--- src/hdl/gpio_irq_pkg.sv ---
package gpio_irq_pkg;

  // ==========================================================================
  // sizes
  localparam int PIN_COUNT = 24;
  localparam int CHIP_EVENTS = 8;
  localparam int ADDR_BITS = 8;

  // ==========================================================================
  // register byte offsets
  localparam logic [7:0] PIN_ENABLE_OFS = 8'h00;
  localparam logic [7:0] PIN_DIRECTION_OFS = 8'h04;
  localparam logic [7:0] PIN_BUFFER_OFS = 8'h08;
  localparam logic [7:0] PIN_DATA_OFS = 8'h0C;
  localparam logic [7:0] PIN_ALT_SELECT_OFS = 8'h10;
  localparam logic [7:0] PIN_IRQ_ENABLE_OFS = 8'h14;
  localparam logic [7:0] PIN_IRQ_POLARITY_OFS = 8'h18;
  localparam logic [7:0] PIN_IRQ_STATUS_OFS = 8'h1C;
  localparam logic [7:0] LAMP_POLARITY_OFS = 8'h20;
  localparam logic [7:0] CHIP_IRQ_ENABLE_OFS = 8'h24;
  localparam logic [7:0] CHIP_IRQ_STATUS_OFS = 8'h28;
  localparam logic [7:0] OUTPUT_CONTROL_OFS = 8'h2C;

  // ==========================================================================
  // fields and reset values
  localparam int OUTCTL_PUSH_PULL_BIT = 0;
  localparam int OUTCTL_POL_INVERT_BIT = 1;
  localparam logic [1:0] OUTCTL_RESET = 2'h0;
  localparam int CHIP_PIN_SUMMARY_BIT = 0;
  localparam logic [23:0] PIN_RESET = 24'h000000;
  localparam logic [23:0] ALT_AVAIL_MASK = 24'hBFFFFF;
  localparam logic [23:0] LAMP_PIN_MASK = 24'h1E7800;
  localparam int HTRANS_ACTIVE_BIT = 1;
  localparam logic [1:0] HRESP_OKAY = 2'h0;
  localparam logic [1:0] STRAP_SETTLE = 2'h3;

endpackage

--- src/hdl/pin_sync.sv ---
`timescale 1ns/10ps
`default_nettype none
module pin_sync #(
  parameter int WIDTH = 24
) (
  input wire logic sys_clk,            // system clock
  input wire logic reset,              // synchronous reset, active high
  input wire logic [WIDTH-1:0] asyncIn, // levels from pins
  output logic [WIDTH-1:0] syncOut     // levels after two flops
);

  typedef struct packed {
    logic [WIDTH-1:0] first;
    logic [WIDTH-1:0] second;
  } sync_t;

  sync_t state_r;
  sync_t state_nxt;

  always_comb begin
    state_nxt.first = asyncIn;
    state_nxt.second = state_r.first;
  end

  always_ff @(posedge sys_clk) begin
    if (reset) begin
      state_r <= '0;
    end else begin
      state_r <= state_nxt;
    end
  end

  assign syncOut = state_r.second;

endmodule
`default_nettype wire

--- src/hdl/gpio_and_interrupt_pin_logic.sv ---
// Behaviour
// interrupt pin active when any enabled chip status bit is set
// most chip and pin status bits clear when their status register is read
// pin summary status bit is read-only, follows enabled pin status bits
// status bits set by events regardless of enable bits; pin status bits are only set on pins whose enable bit is set
// output control selects open-drain or push-pull interrupt pin, open-drain at reset
// polarity invert chooses active high or low, active low at reset
// open-drain interrupt pin is always active low
// 24 pins, each configured on its own
// pin is general purpose only while its enable bit is set
// input pins get pull-up, data register reads pin level
// per-pin buffer bit picks push-pull or open-drain
// open-drain drives low for data 0, releases for data 1
// push-pull drives high or low following data bit
// output pins drop pull-up, data reads return sampled pin levels
// alternate select bits route alternate function onto enabled pin
// alternate outputs use buffer bit; lamp open-drain picks source or drain
// alternate input pins stay readable and raise pin interrupts
// sampled inputs exported for capture and timer clear logic
// alternate functions exist on all pins except pin 22
// lamp polarity resets to inverse of strapped pin level
// enabled pin status bits are ORed into chip summary bit
// pin polarity bit 1 sets status on high level, 0 on low
// event in the clearing read cycle keeps its status bit set
`timescale 1ns/10ps
`default_nettype none
module gpio_and_interrupt_pin_logic #(
  parameter int PINS = gpio_irq_pkg::PIN_COUNT,
  parameter int EVENTS = gpio_irq_pkg::CHIP_EVENTS
) (
  input wire logic sys_clk,                   // system clock, 10 MHz
  input wire logic reset,                     // synchronous reset, active high
  input wire logic hsel,                      // ahb slave select
  input wire logic [31:0] haddr,              // ahb address
  input wire logic [1:0] htrans,              // ahb transfer type
  input wire logic hwrite,                    // ahb write
  input wire logic [2:0] hsize,               // ahb size, word only
  input wire logic [31:0] hwdata,             // ahb write data
  input wire logic hready,                    // ahb bus ready
  output logic hreadyout,                     // ahb slave ready
  output logic [31:0] hrdata,                 // ahb read data
  output logic [1:0] hresp,                   // ahb response, always okay
  input wire logic [PINS-1:0] pinIn,          // pin levels seen on the pads
  output logic [PINS-1:0] pinOut,             // pin output level
  output logic [PINS-1:0] pinOe,              // pin output enable, high drives
  output logic [PINS-1:0] pinPullUp,          // pin pull-up enable
  input wire logic [PINS-1:0] altOut,         // alternate function output values
  input wire logic [PINS-1:0] altOe,          // alternate function wants to drive
  output logic [PINS-1:0] altLevel,           // sampled pin levels for other logic
  input wire logic [EVENTS-1:1] chipEvent,    // chip interrupt event pulses
  output logic intOut,                        // interrupt pin output level
  output logic intOe                          // interrupt pin output enable
);
  import gpio_irq_pkg::*;

  // ==========================================================================
  // state
  typedef struct packed {
    // configuration and status registers
    logic [PINS-1:0] enable;
    logic [PINS-1:0] direction;
    logic [PINS-1:0] openDrain;
    logic [PINS-1:0] dataOut;
    logic [PINS-1:0] altSelect;
    logic [PINS-1:0] pinIrqEnable;
    logic [PINS-1:0] pinIrqPolarity;
    logic [PINS-1:0] pinIrqStatus;
    logic [PINS-1:0] lampPolarity;
    logic [EVENTS-1:0] chipIrqEnable;
    logic [EVENTS-1:1] chipIrqStatus;
    logic [1:0] outCtl;
    // strap capture after reset
    logic [1:0] strapWait;
    logic strapTaken;
    // bus data phase
    logic dataPhase;
    logic dataWrite;
    logic [ADDR_BITS-1:0] dataAddr;
    logic readWait;
    logic hreadyout;
    logic [31:0] hrdata;
    // registered pad and interrupt drive
    logic [PINS-1:0] pinOut;
    logic [PINS-1:0] pinOe;
    logic [PINS-1:0] pinPullUp;
    logic intOut;
    logic intOe;
  } state_t;

  state_t state_r;
  state_t state_nxt;
  logic [PINS-1:0] pinLevel;

  // ==========================================================================
  // pin input synchroniser
  pin_sync #(
    .WIDTH(PINS)
  ) u_pin_sync (
    .sys_clk(sys_clk),
    .reset(reset),
    .asyncIn(pinIn),
    .syncOut(pinLevel)
  );

  // ==========================================================================
  // next state
  always_comb begin
    logic addrTake;
    logic [PINS-1:0] pinHit;
    logic [PINS-1:0] pinClr;
    logic [EVENTS-1:1] chipClr;
    logic summary;
    logic active;
    logic useAlt;
    logic value;
    logic drives;
    logic [PINS-1:0] wdata;
    logic [31:0] rdata;
    addrTake = 1'b0;
    pinHit = '0;
    pinClr = '0;
    chipClr = '0;
    summary = 1'b0;
    active = 1'b0;
    useAlt = 1'b0;
    value = 1'b0;
    drives = 1'b0;
    wdata = '0;
    rdata = '0;
    state_nxt = state_r;

    // ------------------------------------------------------------------------
    // strap capture once synchronisers hold real pin levels
    if (!state_r.strapTaken) begin
      if (state_r.strapWait == STRAP_SETTLE) begin
        state_nxt.lampPolarity = ~pinLevel & LAMP_PIN_MASK;
        state_nxt.strapTaken = 1'b1;
      end else begin
        state_nxt.strapWait = state_r.strapWait + 2'h1;
      end
    end

    // ------------------------------------------------------------------------
    // ahb address phase
    addrTake = hsel && htrans[HTRANS_ACTIVE_BIT] && hready;
    state_nxt.dataPhase = addrTake;
    if (addrTake) begin
      state_nxt.dataWrite = hwrite;
      state_nxt.dataAddr = haddr[ADDR_BITS-1:0];
      state_nxt.readWait = !hwrite;
      state_nxt.hreadyout = hwrite;
    end else begin
      state_nxt.readWait = 1'b0;
    end

    // ------------------------------------------------------------------------
    // ahb read, one wait state; status clears here
    if (state_r.readWait) begin
      case (state_r.dataAddr)
        PIN_ENABLE_OFS: begin
          rdata[PINS-1:0] = state_r.enable;
        end
        PIN_DIRECTION_OFS: begin
          rdata[PINS-1:0] = state_r.direction;
        end
        PIN_BUFFER_OFS: begin
          rdata[PINS-1:0] = state_r.openDrain;
        end
        PIN_DATA_OFS: begin
          rdata[PINS-1:0] = pinLevel;
        end
        PIN_ALT_SELECT_OFS: begin
          rdata[PINS-1:0] = state_r.altSelect;
        end
        PIN_IRQ_ENABLE_OFS: begin
          rdata[PINS-1:0] = state_r.pinIrqEnable;
        end
        PIN_IRQ_POLARITY_OFS: begin
          rdata[PINS-1:0] = state_r.pinIrqPolarity;
        end
        PIN_IRQ_STATUS_OFS: begin
          rdata[PINS-1:0] = state_r.pinIrqStatus;
          pinClr = state_r.pinIrqStatus;
        end
        LAMP_POLARITY_OFS: begin
          rdata[PINS-1:0] = state_r.lampPolarity;
        end
        CHIP_IRQ_ENABLE_OFS: begin
          rdata[EVENTS-1:0] = state_r.chipIrqEnable;
        end
        CHIP_IRQ_STATUS_OFS: begin
          rdata[EVENTS-1:0] = {state_r.chipIrqStatus,
                               |(state_r.pinIrqStatus & state_r.pinIrqEnable)};
          chipClr = state_r.chipIrqStatus;
        end
        OUTPUT_CONTROL_OFS: begin
          rdata[1:0] = state_r.outCtl;
        end
        default: begin
          rdata = '0;
        end
      endcase
      state_nxt.hrdata = rdata;
      state_nxt.hreadyout = 1'b1;
    end

    // ------------------------------------------------------------------------
    // ahb write data phase
    if (state_r.dataPhase && state_r.dataWrite) begin
      wdata = hwdata[PINS-1:0];
      case (state_r.dataAddr)
        PIN_ENABLE_OFS: begin
          state_nxt.enable = wdata;
        end
        PIN_DIRECTION_OFS: begin
          state_nxt.direction = wdata;
        end
        PIN_BUFFER_OFS: begin
          state_nxt.openDrain = wdata;
        end
        PIN_DATA_OFS: begin
          state_nxt.dataOut = wdata;
        end
        PIN_ALT_SELECT_OFS: begin
          state_nxt.altSelect = wdata & ALT_AVAIL_MASK;
        end
        PIN_IRQ_ENABLE_OFS: begin
          state_nxt.pinIrqEnable = wdata;
        end
        PIN_IRQ_POLARITY_OFS: begin
          state_nxt.pinIrqPolarity = wdata;
        end
        LAMP_POLARITY_OFS: begin
          state_nxt.lampPolarity = wdata & LAMP_PIN_MASK;
        end
        CHIP_IRQ_ENABLE_OFS: begin
          state_nxt.chipIrqEnable = hwdata[EVENTS-1:0];
        end
        OUTPUT_CONTROL_OFS: begin
          state_nxt.outCtl = hwdata[1:0];
        end
        default: begin
          state_nxt.enable = state_nxt.enable;
        end
      endcase
    end

    // ------------------------------------------------------------------------
    // pin interrupt status, level sensitive, set beats clear
    pinHit = ~(pinLevel ^ state_r.pinIrqPolarity) & state_r.enable;
    state_nxt.pinIrqStatus = (state_r.pinIrqStatus & ~pinClr) | pinHit;

    // ------------------------------------------------------------------------
    // chip interrupt status, set beats clear
    state_nxt.chipIrqStatus = (state_r.chipIrqStatus & ~chipClr) | chipEvent;
    summary = |(state_nxt.pinIrqStatus & state_r.pinIrqEnable);
    active = |({state_nxt.chipIrqStatus, summary} & state_r.chipIrqEnable);

    // ------------------------------------------------------------------------
    // interrupt pin drive
    if (!state_r.outCtl[OUTCTL_PUSH_PULL_BIT]) begin
      state_nxt.intOut = 1'b0;
      state_nxt.intOe = active;
    end else begin
      state_nxt.intOe = 1'b1;
      state_nxt.intOut = state_r.outCtl[OUTCTL_POL_INVERT_BIT] ? active : !active;
    end

    // ------------------------------------------------------------------------
    // per-pin drive
    for (int i = 0; i < PINS; i++) begin
      useAlt = state_r.altSelect[i] && ALT_AVAIL_MASK[i];
      value = useAlt ? altOut[i] : state_r.dataOut[i];
      drives = useAlt ? altOe[i] : state_r.direction[i];
      if (!state_r.enable[i]) begin
        state_nxt.pinOe[i] = 1'b0;
        state_nxt.pinOut[i] = 1'b0;
        state_nxt.pinPullUp[i] = 1'b0;
      end else if (!drives) begin
        state_nxt.pinOe[i] = 1'b0;
        state_nxt.pinOut[i] = 1'b0;
        state_nxt.pinPullUp[i] = 1'b1;
      end else if (state_r.openDrain[i]) begin
        state_nxt.pinPullUp[i] = 1'b0;
        if (useAlt && LAMP_PIN_MASK[i] && state_r.lampPolarity[i]) begin
          state_nxt.pinOut[i] = 1'b1;
          state_nxt.pinOe[i] = value;
        end else begin
          state_nxt.pinOut[i] = 1'b0;
          state_nxt.pinOe[i] = !value;
        end
      end else begin
        state_nxt.pinPullUp[i] = 1'b0;
        state_nxt.pinOe[i] = 1'b1;
        state_nxt.pinOut[i] = value;
      end
    end
  end

  // ==========================================================================
  // registers
  always_ff @(posedge sys_clk) begin
    if (reset) begin
      state_r <= '0;
      state_r.enable <= PIN_RESET;
      state_r.outCtl <= OUTCTL_RESET;
      state_r.hreadyout <= 1'b1;
    end else begin
      state_r <= state_nxt;
    end
  end

  // ==========================================================================
  // sampled levels for capture and timer logic
  typedef struct packed {
    logic [PINS-1:0] level;
  } level_t;

  level_t level_r;
  level_t level_nxt;

  always_comb begin
    level_nxt.level = pinLevel;
  end

  always_ff @(posedge sys_clk) begin
    if (reset) begin
      level_r <= '0;
    end else begin
      level_r <= level_nxt;
    end
  end

  // ==========================================================================
  // outputs
  assign hreadyout = state_r.hreadyout;
  assign hrdata = state_r.hrdata;
  assign hresp = HRESP_OKAY;
  assign pinOut = state_r.pinOut;
  assign pinOe = state_r.pinOe;
  assign pinPullUp = state_r.pinPullUp;
  assign altLevel = level_r.level;
  assign intOut = state_r.intOut;
  assign intOe = state_r.intOe;

endmodule
`default_nettype wire

--- config.mk ---
export PLATFORM = sky130hd
export DESIGN_NAME = gpio_and_interrupt_pin_logic
export DESIGN_NICKNAME = d
export VERILOG_FILES = /design/src/hdl/gpio_irq_pkg.sv /design/src/hdl/pin_sync.sv /design/src/hdl/gpio_and_interrupt_pin_logic.sv
export SDC_FILE = /design/constraint.sdc
export NUM_CORES = 1
export LEC_CHECK = 0
export ABC_AREA = 0
export BUFFER_PORTS_ARGS = -buffer_cell sky130_fd_sc_hd__buf_2
export CAP_MARGIN = 20
export CORE_MARGIN = 8
export CORE_UTILIZATION = 25
export DETAILED_ROUTE_END_ITERATION = 10
export PLACE_DENSITY = 0.5
export SYNTH_ARGS = -nofsm -noshare
export SYNTH_HDL_FRONTEND = slang
export SYNTH_SLANG_ARGS = --single-unit
--- constraint.sdc ---
create_clock -name sys_clk -period 5.7 [get_ports sys_clk]
set_clock_uncertainty 0.1 [all_clocks]
set_input_delay 0.57 -clock sys_clk [delete_from_list [all_inputs] [get_ports sys_clk]]
set_output_delay 0.57 -clock sys_clk [all_outputs]
set_load 0.01 [all_outputs]
# --- Word level (Yosys, flattened, before mapping) ---
# Index checks and enable logic that the tools add are counted.
word_totals:
  reg_bits: 417
  latchBits: 0
  ramBits: 0
  rom_bits: 0
  inputBits: 153
  elab_cells: 427
  n_memories: 0
classes:
  add_sub_neg: 1
  multipliers: 0
  n_div: 0
  order_cmp: 0
  n_eq_ne: 12
  shifts: 0
  n_mux: 134
  n_bitwise: 65
  n_reduce_logical: 118
op_table:
  columns: ["op", "n"]
  rows:
  - ["$pmux 16 s9", 1]
  - ["$mux 1", 122]
  - ["$mux 24", 5]
  - ["$and 24x24->24", 4]
  - ["$reduce_or 3->1", 24]
  - ["$pmux 6 s11", 1]
  - ["$reduce_or 4->1", 16]
  - ["$reduce_or 2->1", 27]
  - ["$not 1->1", 52]
  - ["$not 24->24", 2]
  - ["$reduce_or 24->1", 2]
  - ["$eq 8x5->1 const B", 4]
  - ["$eq 8x6->1 const B", 4]
  - ["$mux 32", 1]
  - ["$logic_not 1->1", 26]
  - ["$or 24x24->24", 1]
  - ["$pmux 2 s12", 1]
  - ["$xor 24x24->24", 1]
  - ["$not 21->21", 1]
  - ["$reduce_and 2->1", 10]
  - ["$eq 8x4->1 const B", 2]
  - ["$mux 7", 2]
  - ["$logic_and 1x1->1", 11]
  - ["$and 8x8->8", 1]
  - ["other kinds (9)", 9]

# --- Logic depth before layout (Yosys ltp) ---
depth:
  ltp_word: 12
  mapped_depth: 9
  ltp_nobuf: 6

# --- Hierarchy ---
# Synthesis repeated with hierarchy kept, for this count alone.
hier_totals:
  hier_cells: 1999
  hier_area_um2: 17075.1
by_module_without_submodules:
  columns: ["mod", "n_inst", "cells_per_inst", "area_per_inst_um2", "seq_area_each_um2"]
  rows:
  - ["gpio_and_interrupt_pin_logic", 1, 1898, 15770.1, 7387.1]
  - ["pin_sync", 1, 101, 1305.0, 960.9]

# --- Worst setup path after synthesis ---
# No wires, ideal clock.
synth_path:
  kind: "register to register"
  start: "register state_r[114] (netlist name)"
  end: "register state_r (netlist bit intOut)"
  arrival_time_ps: 1799
  t_required_ps: 5528
  setup_slack_ps: 3730
  path_stages_with_launch: 8
  n_path_buf: 1
  period_less_slack_ps: 1970
  path_cell_list: "dfxtp_1 -> buf_4 -> nor4b_4 -> nand3_4 -> o31a_1 -> or3_1 -> o21ai_2 -> mux2i_1"
synth_via:
  elab_chain_len: 12
  word_cells_on_any_way: 18
  cone_classes: "eq/ne (2); mux (5); bitwise (8); reduce/logical (3)"
synth_lines:
  columns: ["element", "line_no", "rtl"]
  rows:
  - ["start: declaration", "gpio_and_interrupt_pin_logic.sv:90", "state_t state_r;"]
  - ["start signal: assignment", "gpio_and_interrupt_pin_logic.sv:309", "state_r <= state_nxt;"]
  - ["$eq 8x5->1", "gpio_and_interrupt_pin_logic.sv:159", "case (state_r.dataAddr)"]
  - ["$mux 24", "gpio_and_interrupt_pin_logic.sv:159", null]
  - ["$mux 24", "gpio_and_interrupt_pin_logic.sv:158", "if (state_r.readWait) begin"]
  - ["$not 24->24", "gpio_and_interrupt_pin_logic.sv:251", "state_nxt.pinIrqStatus = (state_r.pinIrqStatus & ~pinClr) | pinHit;"]
  - ["$and 24x24->24", "gpio_and_interrupt_pin_logic.sv:251", null]
  - ["$or 24x24->24", "gpio_and_interrupt_pin_logic.sv:251", null]
  - ["$and 24x24->24", "gpio_and_interrupt_pin_logic.sv:256", "summary = |(state_nxt.pinIrqStatus & state_r.pinIrqEnable);"]
  - ["$reduce_or 24->1", "gpio_and_interrupt_pin_logic.sv:256", null]
  - ["$and 8x8->8 (*)", "gpio_and_interrupt_pin_logic.sv:257", "active = |({state_nxt.chipIrqStatus, summary} & state_r.chipIrqEnable);"]
  - ["$reduce_or 8->1 (*)", "gpio_and_interrupt_pin_logic.sv:257", null]
  - ["$logic_not 1->1", "gpio_and_interrupt_pin_logic.sv:266", "state_nxt.intOut = state_r.outCtl[OUTCTL_POL_INVERT_BIT] ? active : !active;"]
  - ["$mux 1 (*)", "gpio_and_interrupt_pin_logic.sv:266", null]
# Every way passes the cells marked *; elsewhere a longest branch is shown, timed or not.
# A chain may end at the register's enable or synchronous reset.

# --- Final worst setup path ---
layout_path:
  start: "register state_r[111] (netlist name)"
  end: "register state_r[294] (netlist name)"
layout_via:
  elab_chain_len: 2
layout_lines:
  columns: ["element", "line_no", "rtl"]
  rows:
  - ["$eq 8x4->1", "gpio_and_interrupt_pin_logic.sv:211", "case (state_r.dataAddr)"]
  - ["$reduce_and 2->1 (no source line)", null, null]
# No other way between the ends.

==> results by group <==
Global routing
  – First-pass GRT wire length: 94700 um
  – Met2 Resource Use GR: 0.264
  – Met3 usage: 0.0368
  – GR Layer Usage met1: 0.203
  – Largest net degree at the start of global routing: 145
  – Vias in the first global route: 14331
  – Antenna violations before repair: 10
  – Gr ovfl total: 0
  – Total GRT Usage: 0.159
  – GR peak layer: met2

Clocking
  – Total CTS buffers: 48
  – Setup bufs post-CTS: 0
  – CTS Hold Bufs: 0
  – CTS tree: built
  – H-tree Lvls: 2
  – Gates resized, CTS repair: 0
  – Sink Count: 417
  – CTS Buffer Depth: 3
  – Clock latency on the worst-skew pair: 0.59 ns
  – Clock Root Buffer: clkbuf_16
  – CTS clk-pin slew, worst paths: 0.06 ns

Die
  – I/O pin cnt: 286
  – Die W: 279 um
  – Num rows: 96
  – Starting density of the core: 0.252
  – Core area: 68500 um2
  – Die height: 279 um
  – Die Area: 77600 um2

Final layout
  – Syn-to-layout area delta: 15.6%
  – Final nets: 2210
  – Share of cells above drive strength 1: 0.187
  – Final Core Density: 0.291

Run status
  – Status: finished, final reports clean

Placed design
  – Routability cong.: 0.879
  – Post-DP HPWL: 44900 um
  – IO Port Bufs: 237

Worst setup path
  – Worst Setup SP: state_r[111]$_SDFFE_PP0P_
  – Worst Setup Path Type: reg -> reg
  – CP max stage cell: and2_2
  – Max Fanout on Critical Path: 25
  – Crit path required time: 6.02 ns
  – Highest cell delay on the worst timing path: 0.91 ns
  – CP Capture Type: flip-flop
  – Top cell by count, worst path: nand2_1
  – Cell Chain, Critical Path: nor4b_2, and2_2, nand2_1, buf_4, nand2_1, a21oi_1
  – CP startpoint kind: flip-flop
  – Worst r2r src: state_r[111]$_SDFFE_PP0P_
  – Worst path top cell family by delay: simple AND/OR/NAND/NOR gates
  – WP data arrival: 3.76 ns
  – Critical path buffer and inverter count: 1

Power and ir drop
  – Total power: 0.00647 W
  – LEAKAGE: 7.30 nW
  – Pwr dens: 325 nW/um2
  – Max IR drop VDD: 0.192 mV

Yosys
  – Cell Area, Synth: 17200 um2
  – Ys async rst share: 0
  – Synth unique cells: 61
  – Yosys reg bits: 417
  – Post-synth EDFFs: 0
  – Sequential area share after synthesis: 0.484
  – Syn Inst Count: 1984
  – Yosys top cell by area: dfxtp_1
  – Top cell type's share of synthesized area: 0.484
  – Commonest cells post-synth: dfxtp_1, nand2_1, a21oi_1, buf_4, nor2b_1
  – Synth Flop Type: dfxtp_1
  – Count leader, synth: dfxtp_1
  – Yosys warns: 0
  – Mean Syn Cell Area: 8.69 um2
  – Area contributors post-synth: dfxtp_1, nand2_1, a21oi_1, buf_4, a22oi_1

Timing
  – # setup viols final: 0
  – Least-Margin Pin Slew: 1.14 ns
  – RSZ-0062 raised after global routing: false
  – Final min period: 3.45 ns
  – Max Clk Rate: 290 MHz
  – Slew Limit Fails: 0
  – Hold Worst Slack: 0.0537 ns
  – Sum Neg Setup Slack: 0 ns
  – Crit share post-route: 0.605
  – Worst rel slew slack: 0.235
  – Final hold vios: 0

Routing
  – Total wire length: 64200 um
  – Wire per inst: 21.6 um
  – Post-route DRC violation count: 0
  – Initial DRC Count: 1223
  – Vias: 14423
  – ANT nets after route: 0
  – Pre-antenna DRT Iters: 6
  – Via density: 4.84

Worst hold path
  – Hold Path Class: in -> reg
  – Hold_sp: hwrite

Flow run
  – Max cap viols: 0
## flip-flops by register name (all words and copies together), names as in the netlist
register              count
state_r                 246
pinOut                   24
pinOe                    24
u_pin_sync.syncOut       24
intOe                     1
hreadyout                 1
intOut                    1
pinPullUp                24
hrdata                   24
u_pin_sync.state_nxt     24
altLevel                 24
## worst register-to-register path: stages (launching register included)
cell	delay (ns)
dfxtp_1	0.42
nor4b_2	0.81
and2_2	0.91
nand2_1	0.48
buf_4	0.36
nand2_1	0.11
a21oi_1	0.07
## metal layers
| metal | up-vias | part of all wire |
|---|---|---|
| met5 | - | 0.00075 |
| met4 | 8 | 0.030 |
| met3 | 126 | 0.066 |
| met2 | 543 | 0.47 |
| met1 | 6923 | 0.43 |
| li1 | 6823 | - |
## cells by family after synthesis
logic type / after synthesis / share of synthesized area
buffers and inverters: 250 / 0.0843
AO/OA/AOI/OAI: 438 / 0.155
AND/OR/NAND/NOR: 795 / 0.228
multiplexers: 49 / 0.0304
XOR/XNOR: 33 / 0.0168
other: 1 / 0.000218
adder cells (fa/ha/maj): 1 / 0.000726
flip-flops: 417 / 0.484
## cell usage in the layout, fill, tap and decap left out, types with 4 or more instances in the layout
master | netlist | layout
o21ai_1 | 21 | 21
mux2i_1 | 22 | 22
clkbuf_8 | 0 | 8
nand3b_1 | 25 | 25
nor3_2 | 5 | 5
nand3_1 | 38 | 37
xnor2_1 | 26 | 26
nand2b_1 | 25 | 25
nand2_1 | 393 | 393
nor3b_1 | 29 | 29
bufinv_16 | 0 | 4
dfxtp_1 | 417 | 416
xor2_1 | 7 | 7
clkbuf_16 | 0 | 48
a211oi_1 | 9 | 9
a2111oi_0 | 4 | 4
buf_2 | 50 | 236
clkinv_2 | 0 | 9
clkbuf_1 | 75 | 9
a22oi_1 | 95 | 95
nor2_1 | 91 | 91
and2_1 | 22 | 21
a222oi_1 | 22 | 22
nor3_1 | 17 | 17
buf_4 | 112 | 16
nand4_1 | 10 | 10
clkinvlp_4 | 0 | 4
and3_1 | 15 | 14
a22o_1 | 15 | 15
a31oi_1 | 4 | 4
a21oi_1 | 253 | 253
inv_1 | 8 | 8
nor2b_1 | 96 | 95
mux2_2 | 27 | 27
conb_1 | 1 | 10
nor2_4 | 4 | 4
## power breakdown
part	switching [W]	internal [W]	total [W]	leakage, nW
clock	0.00130	0.00185	0.00315	0.781
sequential	0.0000540	0.00296	0.00302	3.37
combinational	0.000195	0.000108	0.000303	3.15
total	0.00155	0.00491	0.00647	7.30
## metrics by stage
stage / cell area, um2 / cells / setup WS, ns
CTS: 19900 / 2976 / 2.34
global route: 19900 / 2977 / 2.05
floorplan: 17300 / 1993 / 3.73
global placement: 18300 / 2888 / 2.40
finish: 19900 / 2979 / 2.25
detailed placement: 18300 / 2888 / 2.35
## final timing paths
path | to | slack [ns] | cells past startpoint
min | state_r[107]$_SDFF_PP0_ | 0.05 | 2
min reg2reg | u_pin_sync.syncOut[23]$_SDFF_PP0_ | 0.33 | 1
max reg2reg | state_r[294]$_SDFFE_PP0P_ | 2.25 | 6
max | state_r[294]$_SDFFE_PP0P_ | 2.25 | 6
## area by class of cell
cell class              instances  area (um2)
flip-flops and latches        417        8350
well taps                     882        1100
inverters                       8        30.0
repair buffers                255        1360
fillers                      7247       48500
clock buffers                  65        1350
diodes                          3        7.51
clock inverters                23         255
multi-input cells            1326        7480
No activity file was read; power rests on OpenSTA's default activity.
